File: src/oled_seq_regs.svh
// timing constants and reset values for the oled reset and power sequencer
`ifndef OLED_SEQ_REGS_SVH
`define OLED_SEQ_REGS_SVH

`define CLK_FREQ_MHZ        50
`define RESET_LOW_US_LOWV   10
`define RESET_LOW_US_HIGHV  5
`define RESET_DONE_US       2
`define VPP_SETTLE_MS       200
`define VPP_DISCHARGE_MS    100
`define RESET_LOW_CYC_LOWV  (`RESET_LOW_US_LOWV * `CLK_FREQ_MHZ)
`define RESET_LOW_CYC_HIGHV (`RESET_LOW_US_HIGHV * `CLK_FREQ_MHZ)
`define RESET_DONE_CYC      (`RESET_DONE_US * `CLK_FREQ_MHZ)
`define VPP_SETTLE_CYC      (`VPP_SETTLE_MS * 1000 * `CLK_FREQ_MHZ)
`define VPP_DISCHARGE_CYC   (`VPP_DISCHARGE_MS * 1000 * `CLK_FREQ_MHZ)
`define CONTRAST_RST        8'h80
`define START_LINE_RST      6'h00
`define COLUMN_RST          8'h00
`define CMD_DISPLAY_OFF     8'hAE
`define CMD_DISPLAY_ON      8'hAF
`define CMD_CLEAR           8'h01
`define CMD_INIT            8'h02

`endif

File: src/oled_seq_pkg.sv
// types shared by both ends of the oled sequencer link
package oled_seq_pkg;
    typedef enum logic [7:0] {
        H_IDLE     = 8'h01,
        H_RST_LOW  = 8'h02,
        H_RST_WAIT = 8'h04,
        H_INIT     = 8'h08,
        H_SETTLE   = 8'h10,
        H_ON       = 8'h20,
        H_DISCH    = 8'h40,
        H_OFF      = 8'h80
    } host_state_t;

    typedef struct packed {
        logic       display_on;
        logic       remap;
        logic       com_reverse;
        logic       ext_dcdc;
        logic [7:0] contrast;
        logic [5:0] start_line;
        logic [7:0] column;
    } dev_cfg_t;
endpackage

File: src/oled_link_if.sv
// link between host sequencer and display controller
`timescale 1ns/10ps
interface oled_link_if;
    logic       hw_reset_n;   // active-low hardware reset
    logic       xfer_valid;   // one-cycle transfer strobe
    logic       xfer_is_data; // high data, low command
    logic [7:0] xfer_byte;    // transfer payload
    logic       vpp_en;       // panel high-voltage supply enable
    logic       vdd_en;       // logic supply enable

    modport host (output hw_reset_n, xfer_valid, xfer_is_data, xfer_byte, vpp_en, vdd_en);
    modport dev  (input hw_reset_n, xfer_valid, xfer_is_data, xfer_byte, vpp_en, vdd_en);
endinterface

File: src/oled_delay_timer.sv
// loadable down counter giving a done pulse
`timescale 1ns/10ps
module oled_delay_timer #(
    parameter int W = 24
) (
    input  wire logic         clk_sys, // system clock
    input  wire logic         reset_n, // async reset, active low
    input  wire logic         load,    // load a new count
    input  wire logic [W-1:0] count,   // cycles to wait
    output logic              busy,    // counting
    output logic              done     // one-cycle pulse at end
);
    typedef struct packed {
        logic [W-1:0] cnt;
        logic         busy;
        logic         done;
    } tmr_t;
    tmr_t s_q, s_d;

    // count down then pulse done once
    always_comb begin
        s_d      = s_q;
        s_d.done = 1'b0;
        if (load) begin
            s_d.cnt  = count;
            s_d.busy = 1'b1;
        end else if (s_q.busy) begin
            if (s_q.cnt <= W'(1)) begin
                s_d.busy = 1'b0;
                s_d.done = 1'b1;
            end else begin
                s_d.cnt = s_q.cnt - W'(1);
            end
        end
    end

    always_ff @(posedge clk_sys or negedge reset_n) begin
        if (!reset_n) begin
            s_q <= '0;
        end else begin
            s_q <= s_d;
        end
    end

    assign busy = s_q.busy;
    assign done = s_q.done;
endmodule

File: src/oled_host_end.sv
// host end: drives reset pulse, power-up and power-down sequences
`include "oled_seq_regs.svh"
`timescale 1ns/10ps
// How it works
// - reset held low initialises device; high otherwise
// - reset low at least 10us or 5us
// - reset turns display off, drivers high-impedance
// - reset selects normal segment and row mapping
// - reset clears serial input shift register
// - reset sets start line to zero
// - reset sets column counter to zero
// - reset selects normal common scan direction
// - reset loads contrast with 80 hex
// - reset selects internal dc-dc converter
// - display off, init, clear before panel supply
// - wait 200ms after supply, then display on
// - off, drop supply, wait 100ms, drop logic
// - reset and reinit after noise corruption
module oled_host_end
    import oled_seq_pkg::*;
#(
    parameter int SETTLE_CYC    = `VPP_SETTLE_CYC,
    parameter int DISCHARGE_CYC = `VPP_DISCHARGE_CYC,
    parameter int TW            = 24
)
(
    input  wire logic   clk_sys,    // system clock
    input  wire logic   reset_n,    // async reset, active low
    oled_link_if.host   link,       // device side link
    input  wire logic   wr_addr,    // register address, 0 control 1 status
    input  wire logic [7:0] wr_data, // write data
    input  wire logic   wr_stb,     // write strobe
    input  wire logic   rd_stb,     // read strobe
    input  wire logic   high_vdd,   // logic supply at or above 2.4 V
    output logic [7:0]  rd_data     // read data, cycle after rd_stb
);
    typedef struct packed {
        host_state_t state;
        logic [2:0]  step;
        logic        rst_n;
        logic        vpp;
        logic        vdd;
        logic        valid;
        logic        is_data;
        logic [7:0]  byte_o;
        logic [7:0]  rdat;
        logic        up_req;
        logic        down_req;
    } host_t;
    host_t s_q, s_d;
    logic          t_load;
    logic [TW-1:0] t_count;
    logic          t_busy;
    logic          t_done;

    oled_delay_timer #(.W(TW)) u_timer (
        .clk_sys (clk_sys),
        .reset_n (reset_n),
        .load    (t_load),
        .count   (t_count),
        .busy    (t_busy),
        .done    (t_done)
    );

    ////////////////////////////////////////////////////////////////////////
    // sequencer: control bit0 starts power up, bit1 power down, bit2 reset
    always_comb begin
        s_d         = s_q;
        s_d.valid   = 1'b0;
        s_d.is_data = 1'b0;
        t_load      = 1'b0;
        t_count     = '0;
        s_d.rdat    = {s_q.state};
        if (rd_stb && wr_addr) begin
            s_d.rdat = {t_busy, s_q.vdd, s_q.vpp, s_q.rst_n, 1'b0, s_q.step};
        end
        if (wr_stb && !wr_addr) begin
            s_d.up_req   = s_q.up_req | wr_data[0];
            s_d.down_req = s_q.down_req | wr_data[1];
            if (wr_data[2]) begin
                // blank the panel in the same cycle the panel supply drops
                s_d.up_req = 1'b1;
                s_d.valid  = 1'b1;
                s_d.byte_o = `CMD_DISPLAY_OFF;
                s_d.vpp    = 1'b0;
                s_d.state  = H_IDLE;
            end
        end
        case (s_q.state)
            H_IDLE: begin
                if (s_d.up_req) begin
                    s_d.up_req = 1'b0;
                    s_d.vdd    = 1'b1;
                    s_d.rst_n  = 1'b0;
                    s_d.state  = H_RST_LOW;
                    t_load     = 1'b1;
                    t_count    = high_vdd ? TW'(`RESET_LOW_CYC_HIGHV)
                                          : TW'(`RESET_LOW_CYC_LOWV);
                end
            end
            H_RST_LOW: if (t_done) begin
                s_d.rst_n = 1'b1;
                s_d.state = H_RST_WAIT;
                t_load    = 1'b1;
                t_count   = TW'(`RESET_DONE_CYC);
            end
            H_RST_WAIT: if (t_done) begin
                s_d.state = H_INIT;
                s_d.step  = 3'h0;
            end
            H_INIT: begin
                s_d.valid = 1'b1;
                s_d.step  = s_q.step + 3'h1;
                case (s_q.step)
                    3'h0:    s_d.byte_o = `CMD_DISPLAY_OFF;
                    3'h1:    s_d.byte_o = `CMD_INIT;
                    default: s_d.byte_o = `CMD_CLEAR;
                endcase
                if (s_q.step == 3'h2) begin
                    s_d.vpp   = 1'b1;
                    s_d.state = H_SETTLE;
                    t_load    = 1'b1;
                    t_count   = TW'(SETTLE_CYC);
                end
            end
            H_SETTLE: if (t_done) begin
                s_d.valid  = 1'b1;
                s_d.byte_o = `CMD_DISPLAY_ON;
                s_d.state  = H_ON;
            end
            H_ON: if (s_d.down_req) begin
                s_d.down_req = 1'b0;
                s_d.valid    = 1'b1;
                s_d.byte_o   = `CMD_DISPLAY_OFF;
                s_d.vpp      = 1'b0;
                s_d.state    = H_DISCH;
                t_load       = 1'b1;
                t_count      = TW'(DISCHARGE_CYC);
            end
            H_DISCH: if (t_done) begin
                s_d.vdd   = 1'b0;
                s_d.rst_n = 1'b0;
                s_d.state = H_OFF;
            end
            H_OFF: s_d.state = H_IDLE;
            default: s_d.state = H_IDLE;
        endcase
    end

    always_ff @(posedge clk_sys or negedge reset_n) begin
        if (!reset_n) begin
            s_q       <= '0;
            s_q.state <= H_IDLE;
        end else begin
            s_q <= s_d;
        end
    end

    assign link.hw_reset_n   = s_q.rst_n;
    assign link.xfer_valid   = s_q.valid;
    assign link.xfer_is_data = s_q.is_data;
    assign link.xfer_byte    = s_q.byte_o;
    assign link.vpp_en       = s_q.vpp;
    assign link.vdd_en       = s_q.vdd;
    assign rd_data           = s_q.rdat;
endmodule

File: src/flat_wrapper.sv
// flat-port wrapper written by rule: the top's interface ports become plain ports
module oled_host_end_flat import oled_seq_pkg::*;
#(
    parameter int SETTLE_CYC    = `VPP_SETTLE_CYC,
    parameter int DISCHARGE_CYC = `VPP_DISCHARGE_CYC,
    parameter int TW            = 24
)
  (clk_sys, reset_n, wr_addr, wr_data, wr_stb, rd_stb, high_vdd, rd_data, link_hw_reset_n, link_xfer_valid, link_xfer_is_data, link_xfer_byte, link_vpp_en, link_vdd_en);
  oled_link_if link_i ();
  input  wire logic clk_sys;
  input  wire logic reset_n;
  input  wire logic wr_addr;
  input  wire logic [7:0] wr_data;
  input  wire logic wr_stb;
  input  wire logic rd_stb;
  input  wire logic high_vdd;
  output logic [7:0] rd_data;
  output wire logic [$bits(link_i.hw_reset_n)-1:0] link_hw_reset_n;
  output wire logic [$bits(link_i.xfer_valid)-1:0] link_xfer_valid;
  output wire logic [$bits(link_i.xfer_is_data)-1:0] link_xfer_is_data;
  output wire logic [$bits(link_i.xfer_byte)-1:0] link_xfer_byte;
  output wire logic [$bits(link_i.vpp_en)-1:0] link_vpp_en;
  output wire logic [$bits(link_i.vdd_en)-1:0] link_vdd_en;
  assign link_hw_reset_n = link_i.hw_reset_n;
  assign link_xfer_valid = link_i.xfer_valid;
  assign link_xfer_is_data = link_i.xfer_is_data;
  assign link_xfer_byte = link_i.xfer_byte;
  assign link_vpp_en = link_i.vpp_en;
  assign link_vdd_en = link_i.vdd_en;
  oled_host_end #(.SETTLE_CYC(SETTLE_CYC), .DISCHARGE_CYC(DISCHARGE_CYC), .TW(TW)) u_core (.clk_sys(clk_sys), .reset_n(reset_n), .link(link_i), .wr_addr(wr_addr), .wr_data(wr_data), .wr_stb(wr_stb), .rd_stb(rd_stb), .high_vdd(high_vdd), .rd_data(rd_data));
endmodule
File: config.mk
export PLATFORM = sky130hd
export DESIGN_NAME = oled_host_end_flat
export DESIGN_NICKNAME = d
export VERILOG_FILES = /design/src/oled_seq_pkg.sv /design/src/oled_link_if.sv /design/src/oled_delay_timer.sv /design/src/oled_host_end.sv /design/src/flat_wrapper.sv
export VERILOG_INCLUDE_DIRS = /design/src
export SDC_FILE = /design/constraint.sdc
export NUM_CORES = 1
export LEC_CHECK = 0
export BUFFER_PORTS_ARGS = -buffer_cell sky130_fd_sc_hd__buf_4
export CAP_MARGIN = 10
export CORE_MARGIN = 5
export CORE_UTILIZATION = 55
export CTS_CLUSTER_DIAMETER = 150
export DETAILED_ROUTE_END_ITERATION = 10
export PLACE_DENSITY = 0.75
export SKIP_LAST_GASP = 1
export SLEW_MARGIN = 10
export SYNTH_ARGS = -nofsm -noshare
export SYNTH_HDL_FRONTEND = slang
export SYNTH_HIERARCHICAL = 1
export SYNTH_SLANG_ARGS = --single-unit
File: constraint.sdc
create_clock -name clk_sys -period 3.95 [get_ports clk_sys]
set_input_delay 0.1975 -clock clk_sys [delete_from_list [all_inputs] [get_ports clk_sys]]
set_output_delay 0.1975 -clock clk_sys [all_outputs]
set_load 0.01 [all_outputs]
==> results of run 1 <==
-- worst max path at each step --
stage	from	end	slack (ns)
after floorplan	u_core/s_q[28]$_DFF_PN0_	u_core/u_timer/s_q[4]$_DFFE_PN0P_	0.92
after global placement	u_core/s_q[28]$_DFF_PN0_	u_core/u_timer/s_q[21]$_DFFE_PN0P_	0.80
after detailed placement	u_core/s_q[28]$_DFF_PN0_	u_core/u_timer/s_q[21]$_DFFE_PN0P_	0.70
after CTS	u_core/s_q[28]$_DFF_PN0_	u_core/u_timer/s_q[21]$_DFFE_PN0P_	0.70
after global routing	u_core/s_q[32]$_DFF_PN0_	u_core/u_timer/s_q[21]$_DFFE_PN0P_	0.49
final	u_core/s_q[28]$_DFF_PN0_	u_core/u_timer/s_q[21]$_DFFE_PN0P_	0.67
-- timing repair --
action,CTS,global route
endpoints found under the hold margin,58,0
hold buffers,1,0
resized for setup,0,0
-- placed cells by master (no fill, tap or decap), types with 4 or more instances in the layout --
cell type and instances:
nand2_1 37, o22ai_1 4, clkbuf_8 10, xor2_1 4
a31oi_1 4, inv_1 16, a211oi_1 5, conb_1 6
nor2b_1 5, o21ai_0 35, buf_4 32, nor2_1 37
nand3_1 8, nor3_1 15, or4_1 7, dfrtp_1 58
nor4_1 5, ha_1 6, a21oi_1 24, nand4_1 9
or2_2 4
-- flip-flops by register name, indices dropped and copies added, names as in the netlist --
| name | count |
|---|---|
| u_core/s_q | 13 |
| u_core/link.xfer_byte | 8 |
| u_core/link.xfer_valid | 1 |
| u_core/u_timer/s_q | 24 |
| u_core/u_timer/done | 1 |
| u_core/u_timer/busy | 1 |
| u_core/rd_data | 8 |
| u_core/link.vdd_en | 1 |
| u_core/link.vpp_en | 1 |
| u_core/link.hw_reset_n | 1 |
-- layout make-up --
class / count / share of cell area
Multi-Input combinational cell: 289 / 0.456
Sequential cell: 59 / 0.376
Timing Repair Buffer: 33 / 0.0636
Clock buffer: 10 / 0.0350
Clock inverter: 6 / 0.0286
Tap cell: 77 / 0.0245
Inverter: 17 / 0.0162
-- worst reg2reg max path, cell delays in order (launching register included) --
cell and delay, ns:
dfrtp_1 0.51, or4_1 0.73, nor2_1 0.20, nand2b_1 0.21
nand4_1 0.18, buf_4 0.21, nor3_1 0.07, and4_2 0.35
or4_1 0.54, a31oi_1 0.20
-- metal layers --
metal	up-vias	global-route usage	part of all wire
met3	11	0.0458	0.077
li1	1451	-	-
met5	-	0	0
met1	1442	0.302	0.46
met4	0	0.0906	0.017
met2	148	0.307	0.44
-- cell families (layout without fill, tap and decap cells) --
| logic type | count (synthesis) | after routing | share of synthesized area |
|---|---|---|---|
| DFF | 59 | 59 | 0.416 |
| muxes | 3 | 3 | 0.00952 |
| and+or+nand+nor | 160 | 160 | 0.256 |
| AOI/OAI and AO/OA | 107 | 107 | 0.195 |
| xor gates and xnor gates | 7 | 7 | 0.0173 |
| adders and majority gates | 6 | 6 | 0.0212 |
| other | 1 | 6 | 0.00106 |
| buffers and inverters | 55 | 66 | 0.0832 |
-- power groups by stage --
stage | Combinational, mW | Sequential, mW | Clock, mW
finish | 0.723 | 0.904 | 0.691
global route | 0.812 | 0.927 | 0.732
CTS | 0.720 | 0.898 | 0.706
detailed placement | 0.716 | 0.910 | 0
global placement | 0.700 | 0.903 | 0
floorplan | 0.601 | 0.853 | 0
-- stage by stage --
step | instances | total power [mW] | instance area, µm² | hold WS (ns)
floorplan | 403 | 1.45 | 3570 | -0.0981
detailed placement | 474 | 1.63 | 3670 | 0.314
global route | 491 | 2.47 | 3930 | 0.193
finish | 491 | 2.32 | 3930 | 0.161
global placement | 474 | 1.60 | 3670 | 0.313
CTS | 491 | 2.32 | 3930 | 0.154
==> results.md, run 1 <==
* Status: finished clean
* Max_slew headroom at 0.303
* Min-delay src: wr_data[1]
* Ranking of synthesized cells by area: dfrtp_1, o21ai_0, nand2_1, nor2_1, buf_4
* Final Cycle Share at 0.831
* Most prevalent standard cell on the critical path: or4_1
* Worst hold-check path type: in -> reg
* Cell Area, Synth at roughly 3500 µm²
* Min-Delay Endpoint: u_core/s_q[0]$_DFF_PN0_
* FF+latch count, synth at 59
* Crit path max-delay cell type: or4_1
* Latest clock arrival within the worst-skew pair at between 0.3 and 0.4 ns
* Final core area utilization at 0.623
* Int Pwr at between 1 and 1.5 mW
* Ys async rst share at 1.00
* Largest net degree at the start of global routing at 60
* Crit Path Max Fanout at 15
* Share of layout cells above drive strength 1 at 0.186
* Ant. Diodes at 0
* DIE WIDTH at roughly 90 µm
* IO Count at 35
* Slew Limit Fails at 0
* Hold depth at 3
* Layout area overhead at 10.8%
* Die Y at roughly 90 µm
* Worst R2R End: u_core/u_timer/s_q[21]$_DFFE_PN0P_
* Nets at 429
* Placer Congestion at just over 0.9
* Post-Route Setup TNS at 0 ns
* HPWL Detailed at ~5700 µm
* Most instantiated cells after synthesis: dfrtp_1, nand2_1, nor2_1
* Setup-failing EPs final at 0
* Switching pwr at ~0.83 mW
* R2R Path Start: u_core/s_q[28]$_DFF_PN0_
* Syn Inst Count at 398
* GRT Total Usage at 0.211
* First-pass DRT Iterations at 5
* Element type at the critical path start: flip-flop
* Post-synth top area share at 0.409
* Vias in the first global route at approximately 2900
* YS warnings at 6
* CP Buf/Inv Count at 1
* DRC at 0
* Period minus WS final at ~3.3 ns
* CTS buffer count at 9
* Multi-input logic area at between 1500 and 2000 µm²
* Slowest stage delay, CP at approximately 0.73 ns
* Syn_area_per_cell at a little under 9 µm²
* First-pass GRT wire length at around 14000 µm
* Root Buffer: clkbuf_8
* Avg WL per Cell at ~17 µm
* Required @ worst endpoint at ~4.2 ns
* # fillers at approximately 550
* CP Depth at 9
* DRT iter0 DRCs at roughly 290
* Post-CTS Setup Bufs at 0
* Htree depth at 3
* Via density at approximately 6.2
* Top FF cell, synth: dfrtp_1
* Lkg Pwr at about 1.7 nW
* Clock Sinks at 59
* Worst-path clk slew at roughly 0.070 ns
* Area leader, netlist: dfrtp_1
* Post-route setup slack at around 0.67 ns
* Cell Rows at 29
* Max Cap Viol at 0
* CTS tree: done
* Final Hold Violating Endpoints at 0
* Die ar. at just over 8000 µm²
* Clock Tree Buf Depth at 2
* Post-DRT Antenna Nets at 0
* Reg power frac at 0.390
* Cell Chain, Critical Path: or4_1 -> nor2_1 -> nand2b_1 -> nand4_1 -> buf_4 -> nor3_1 -> and4_2 -> or4_1 -> a31oi_1
* Critical path type: reg -> reg
* Core Region at between 6000 and 7000 µm²
* Initial antenna violation count at 0
* Grt total ovfl at 0
* DRT Wirelength at between 8000 and 9000 µm
* Top-count cell post-synth: dfrtp_1
* Port bufs at 28
* Reg2Reg Setup Slack at between 0.6 and 0.7 ns
* Power share of the clock group at 0.298
* FF-to-FF path depth at 9
* Seq/Total Area, Yosys at 0.416
* Sequential cell area at between 1000 and 1500 µm²
* CP Capture Type: flip-flop
* CP top delay family: simple AND/OR/NAND/NOR gates
* Slew @ Worst Pin at between 1 and 1.5 ns
* Initial core utilization at 0.562
* Switching share of power at 0.356
* RSZ-0062 raised after global routing: no
* Peak supply drop at about 0.35 mV
* Power Density at between 500 and 600 nW/µm²
* Synth cell types at 74
* Clk_skew at between 0.005 and 0.006 ns
* CP arrival at around 3.5 ns
* Post-synth EDFFs at 0
* Max Freq at slightly above 300 MHz
* Placement Setup Slack at 0.701 ns
* Combinational share of power at 0.312
* Vias at roughly 3100
Note: power is estimated with default switching activity, not from simulation.
==> run 2: changes to the inputs <==
==> constraint.sdc (replaced) <==
create_clock -name clk_sys -period 3.3 [get_ports clk_sys]
set_input_delay 0.165 -clock clk_sys [delete_from_list [all_inputs] [get_ports clk_sys]]
set_output_delay 0.165 -clock clk_sys [all_outputs]
set_load 0.01 [all_outputs]
==> run 2 against run 1 <==
Effect of this change: sequential power grew 19%; non-clock buffer count grew 9; total power grew 15%; final cell count grew 1.6%; via count grew 3.4%; worst hold slack lost 0.016 ns; final area grew 0.29%; maximum frequency grew 13%; clock power shrank 3.9%; critical path depth shrank 1; sequential cell count is the same; highest routed layer unchanged.
==> results.md, run 2 (synthesis results as in run 1) <==
* Die ar. at around 8000 µm²
* Design area at 3940 µm²
* Most Crowded Layer GR: met1
* DRC at 0
* Vias at 3156
* Post-Route Setup TNS at 0 ns
* DRT Wirelength at around 8600 µm
* Avg WL per Cell at between 15 and 20 µm
* Required @ worst endpoint at 3.56 ns
* Power Density at roughly 670 nW/µm²
* # fillers at 589
* Htree depth at 3
* Critical path type: reg -> reg
* Via density at ~6.3
* Period minus WS final at 2.90 ns
* Latest clock arrival within the worst-skew pair at approximately 0.34 ns
* Layout area overhead at 11.1%
* DIE WIDTH at about 90 µm
* Root Buffer: clkbuf_8
* CTS buffer count at 9
* Initial antenna violation count at 0
* Worst-path clk slew at ~0.060 ns
* CTS tree: done
* Die Y at approximately 90 µm
* Ant. Diodes at 0
* HPWL Detailed at between 5000 and 6000 µm
* Port bufs at 28
* Slew @ Worst Pin at ~0.82 ns
* Max Freq at around 340 MHz
* Placed cell count at ~480
* Vias in the first global route at between 2000 and 3000
* Core Region at ~6300 µm²
* Crit Path Max Fanout at 14
* Clock Sinks at between 50 and 60
* Post-CTS Setup Bufs at 0
* Commonest non-fill, non-tap cell in the layout: dfrtp_1
* Final Cycle Share at 0.880
* Clock Tree Buf Depth at 2
* Final Hold Violating Endpoints at 0
* Hold depth at 3
* First-pass GRT wire length at ~15000 µm
* Grt met2 use at 0.305
* Area of placed instances at 3740 µm²
* FF-to-FF path depth at 8
* Clk_skew at between 0.008 and 0.009 ns
* Grt total ovfl at 0
* Cell Rows at 29
* CP arrival at 3.16 ns
* DRT iter0 DRCs at 270
* Top reg by flops: u_core/u_timer/s_q
* Cell Count, Final, Fillers Out at 499
* IO Count at 35
* Element type at the critical path start: flip-flop
* Status: finished clean
* Commonest cells after routing, fill and taps aside: dfrtp_1, buf_4, nor2_1, nand2_1, o21ai_0
* Final core area utilization at 0.625
* Lkg Pwr at 1.72 nW
* Top Registers: u_core/u_timer/s_q: 24 flops, u_core/s_q: 13 flops
* Max_slew headroom at 0.445
* Slew Limit Fails at 0
* Nets at approximately 440
* Sequential cell area at about 1500 µm²
* Peak supply drop at 0.422 mV
* Share of layout cells above drive strength 1 at 0.197
* CP Capture Type: flip-flop
* Initial core utilization at 0.562
* Setup-failing EPs final at 0
* First-pass DRT Iterations at 5
* R2R Path Start: u_core/s_q[29]$_DFF_PN0_
* Min-delay src: wr_data[1]
* RSZ-0062 raised after global routing: no
* Met1 Use GR at 0.315
* Routing usage on met3 at 0.0517
* Reg2Reg Setup Slack at 0.40 ns
* Post-DRT Antenna Nets at 0
* Worst R2R End: u_core/u_timer/s_q[18]$_DFFE_PN0P_
* Largest net degree at the start of global routing at 60
* Min-Delay Endpoint: u_core/s_q[0]$_DFF_PN0_
* Placer Congestion at between 0.8 and 0.9
* Multi-input logic area at 1790 µm²
* Max Cap Viol at 0
* GRT Total Usage at 0.214
* Worst hold-check path type: in -> reg
* Max reg flops at 24
## run 2: cell types whose count changed in the layout (fill, tap and decap cells not counted)
| cell | previous run | this run |
|---|---|---|
| buf_4 | 32 | 41 |
| bufinv_16 | 3 | 1 |
| clkbuf_1 | 0 | 2 |
| clkinv_4 | 2 | 0 |
| clkbuf_8 | 10 | 11 |
## run 2: where the power goes
| group | total (mW) | internal, mW | leakage [nW] | switching (mW) |
|---|---|---|---|---|
| logic | 0.911 | 0.402 | 0.891 | 0.509 |
| clock network | 0.664 | 0.385 | 0.0995 | 0.278 |
| registers | 1.08 | 0.884 | 0.730 | 0.200 |
## run 2: critical path, stage by stage (launching register included)
cell and delay [ns]:
dfrtp_1 0.50, or4_1 0.71, nor2_1 0.19, nand2b_1 0.12, nand4_1 0.18, nor3_1 0.09, and4_2 0.35, or4_1 0.52
a2bb2oi_1 0.17
## run 2: metrics by stage
stage	setup slack [ns]	hold WS, ns	power [mW]
2_1_floorplan	0.271	-0.131	1.74
3_3_place_gp	0.507	0.279	1.95
3_5_place_dp	0.445	0.285	1.97
4_1_cts	0.441	0.139	2.65
5_1_grt	0.272	0.181	2.83
6_report	0.396	0.146	2.66
## run 2: what timing repair did
| action | 4_1_cts | 5_1_grt |
|---|---|---|
| endpoints found under the hold margin | 58 | 0 |
| hold buffers | 1 | 0 |
| gates resized for setup | 0 | 0 |
## run 2: routing by layer
layer / share of wire / wire (µm)
met1: 0.47 / 4070
met2: 0.44 / 3780
met3: 0.072 / 625
met4: 0.017 / 150
met5: 0 / 0
## run 2: worst max path at each step
stage	from	slack [ns]	to	depth (start not counted)
after floorplan	u_core/s_q[28]$_DFF_PN0_	0.27	u_core/u_timer/s_q[4]$_DFFE_PN0P_	11
after global placement	u_core/s_q[29]$_DFF_PN0_	0.51	u_core/u_timer/s_q[21]$_DFFE_PN0P_	8
after detailed placement	u_core/s_q[29]$_DFF_PN0_	0.44	u_core/u_timer/s_q[21]$_DFFE_PN0P_	8
after CTS	u_core/s_q[29]$_DFF_PN0_	0.44	u_core/u_timer/s_q[18]$_DFFE_PN0P_	8
after global routing	u_core/s_q[32]$_DFF_PN0_	0.27	u_core/u_timer/s_q[18]$_DFFE_PN0P_	8
final	u_core/s_q[29]$_DFF_PN0_	0.40	u_core/u_timer/s_q[18]$_DFFE_PN0P_	8
## run 2: area by class of cell
type / instances / share of cell area
clock buffers: 13 / 0.0403
clock inverters: 2 / 0.00888
inverters: 17 / 0.0162
multi-input cells: 289 / 0.455
flip-flops and latches: 59 / 0.375
well taps: 77 / 0.0244
repair buffers: 42 / 0.0806
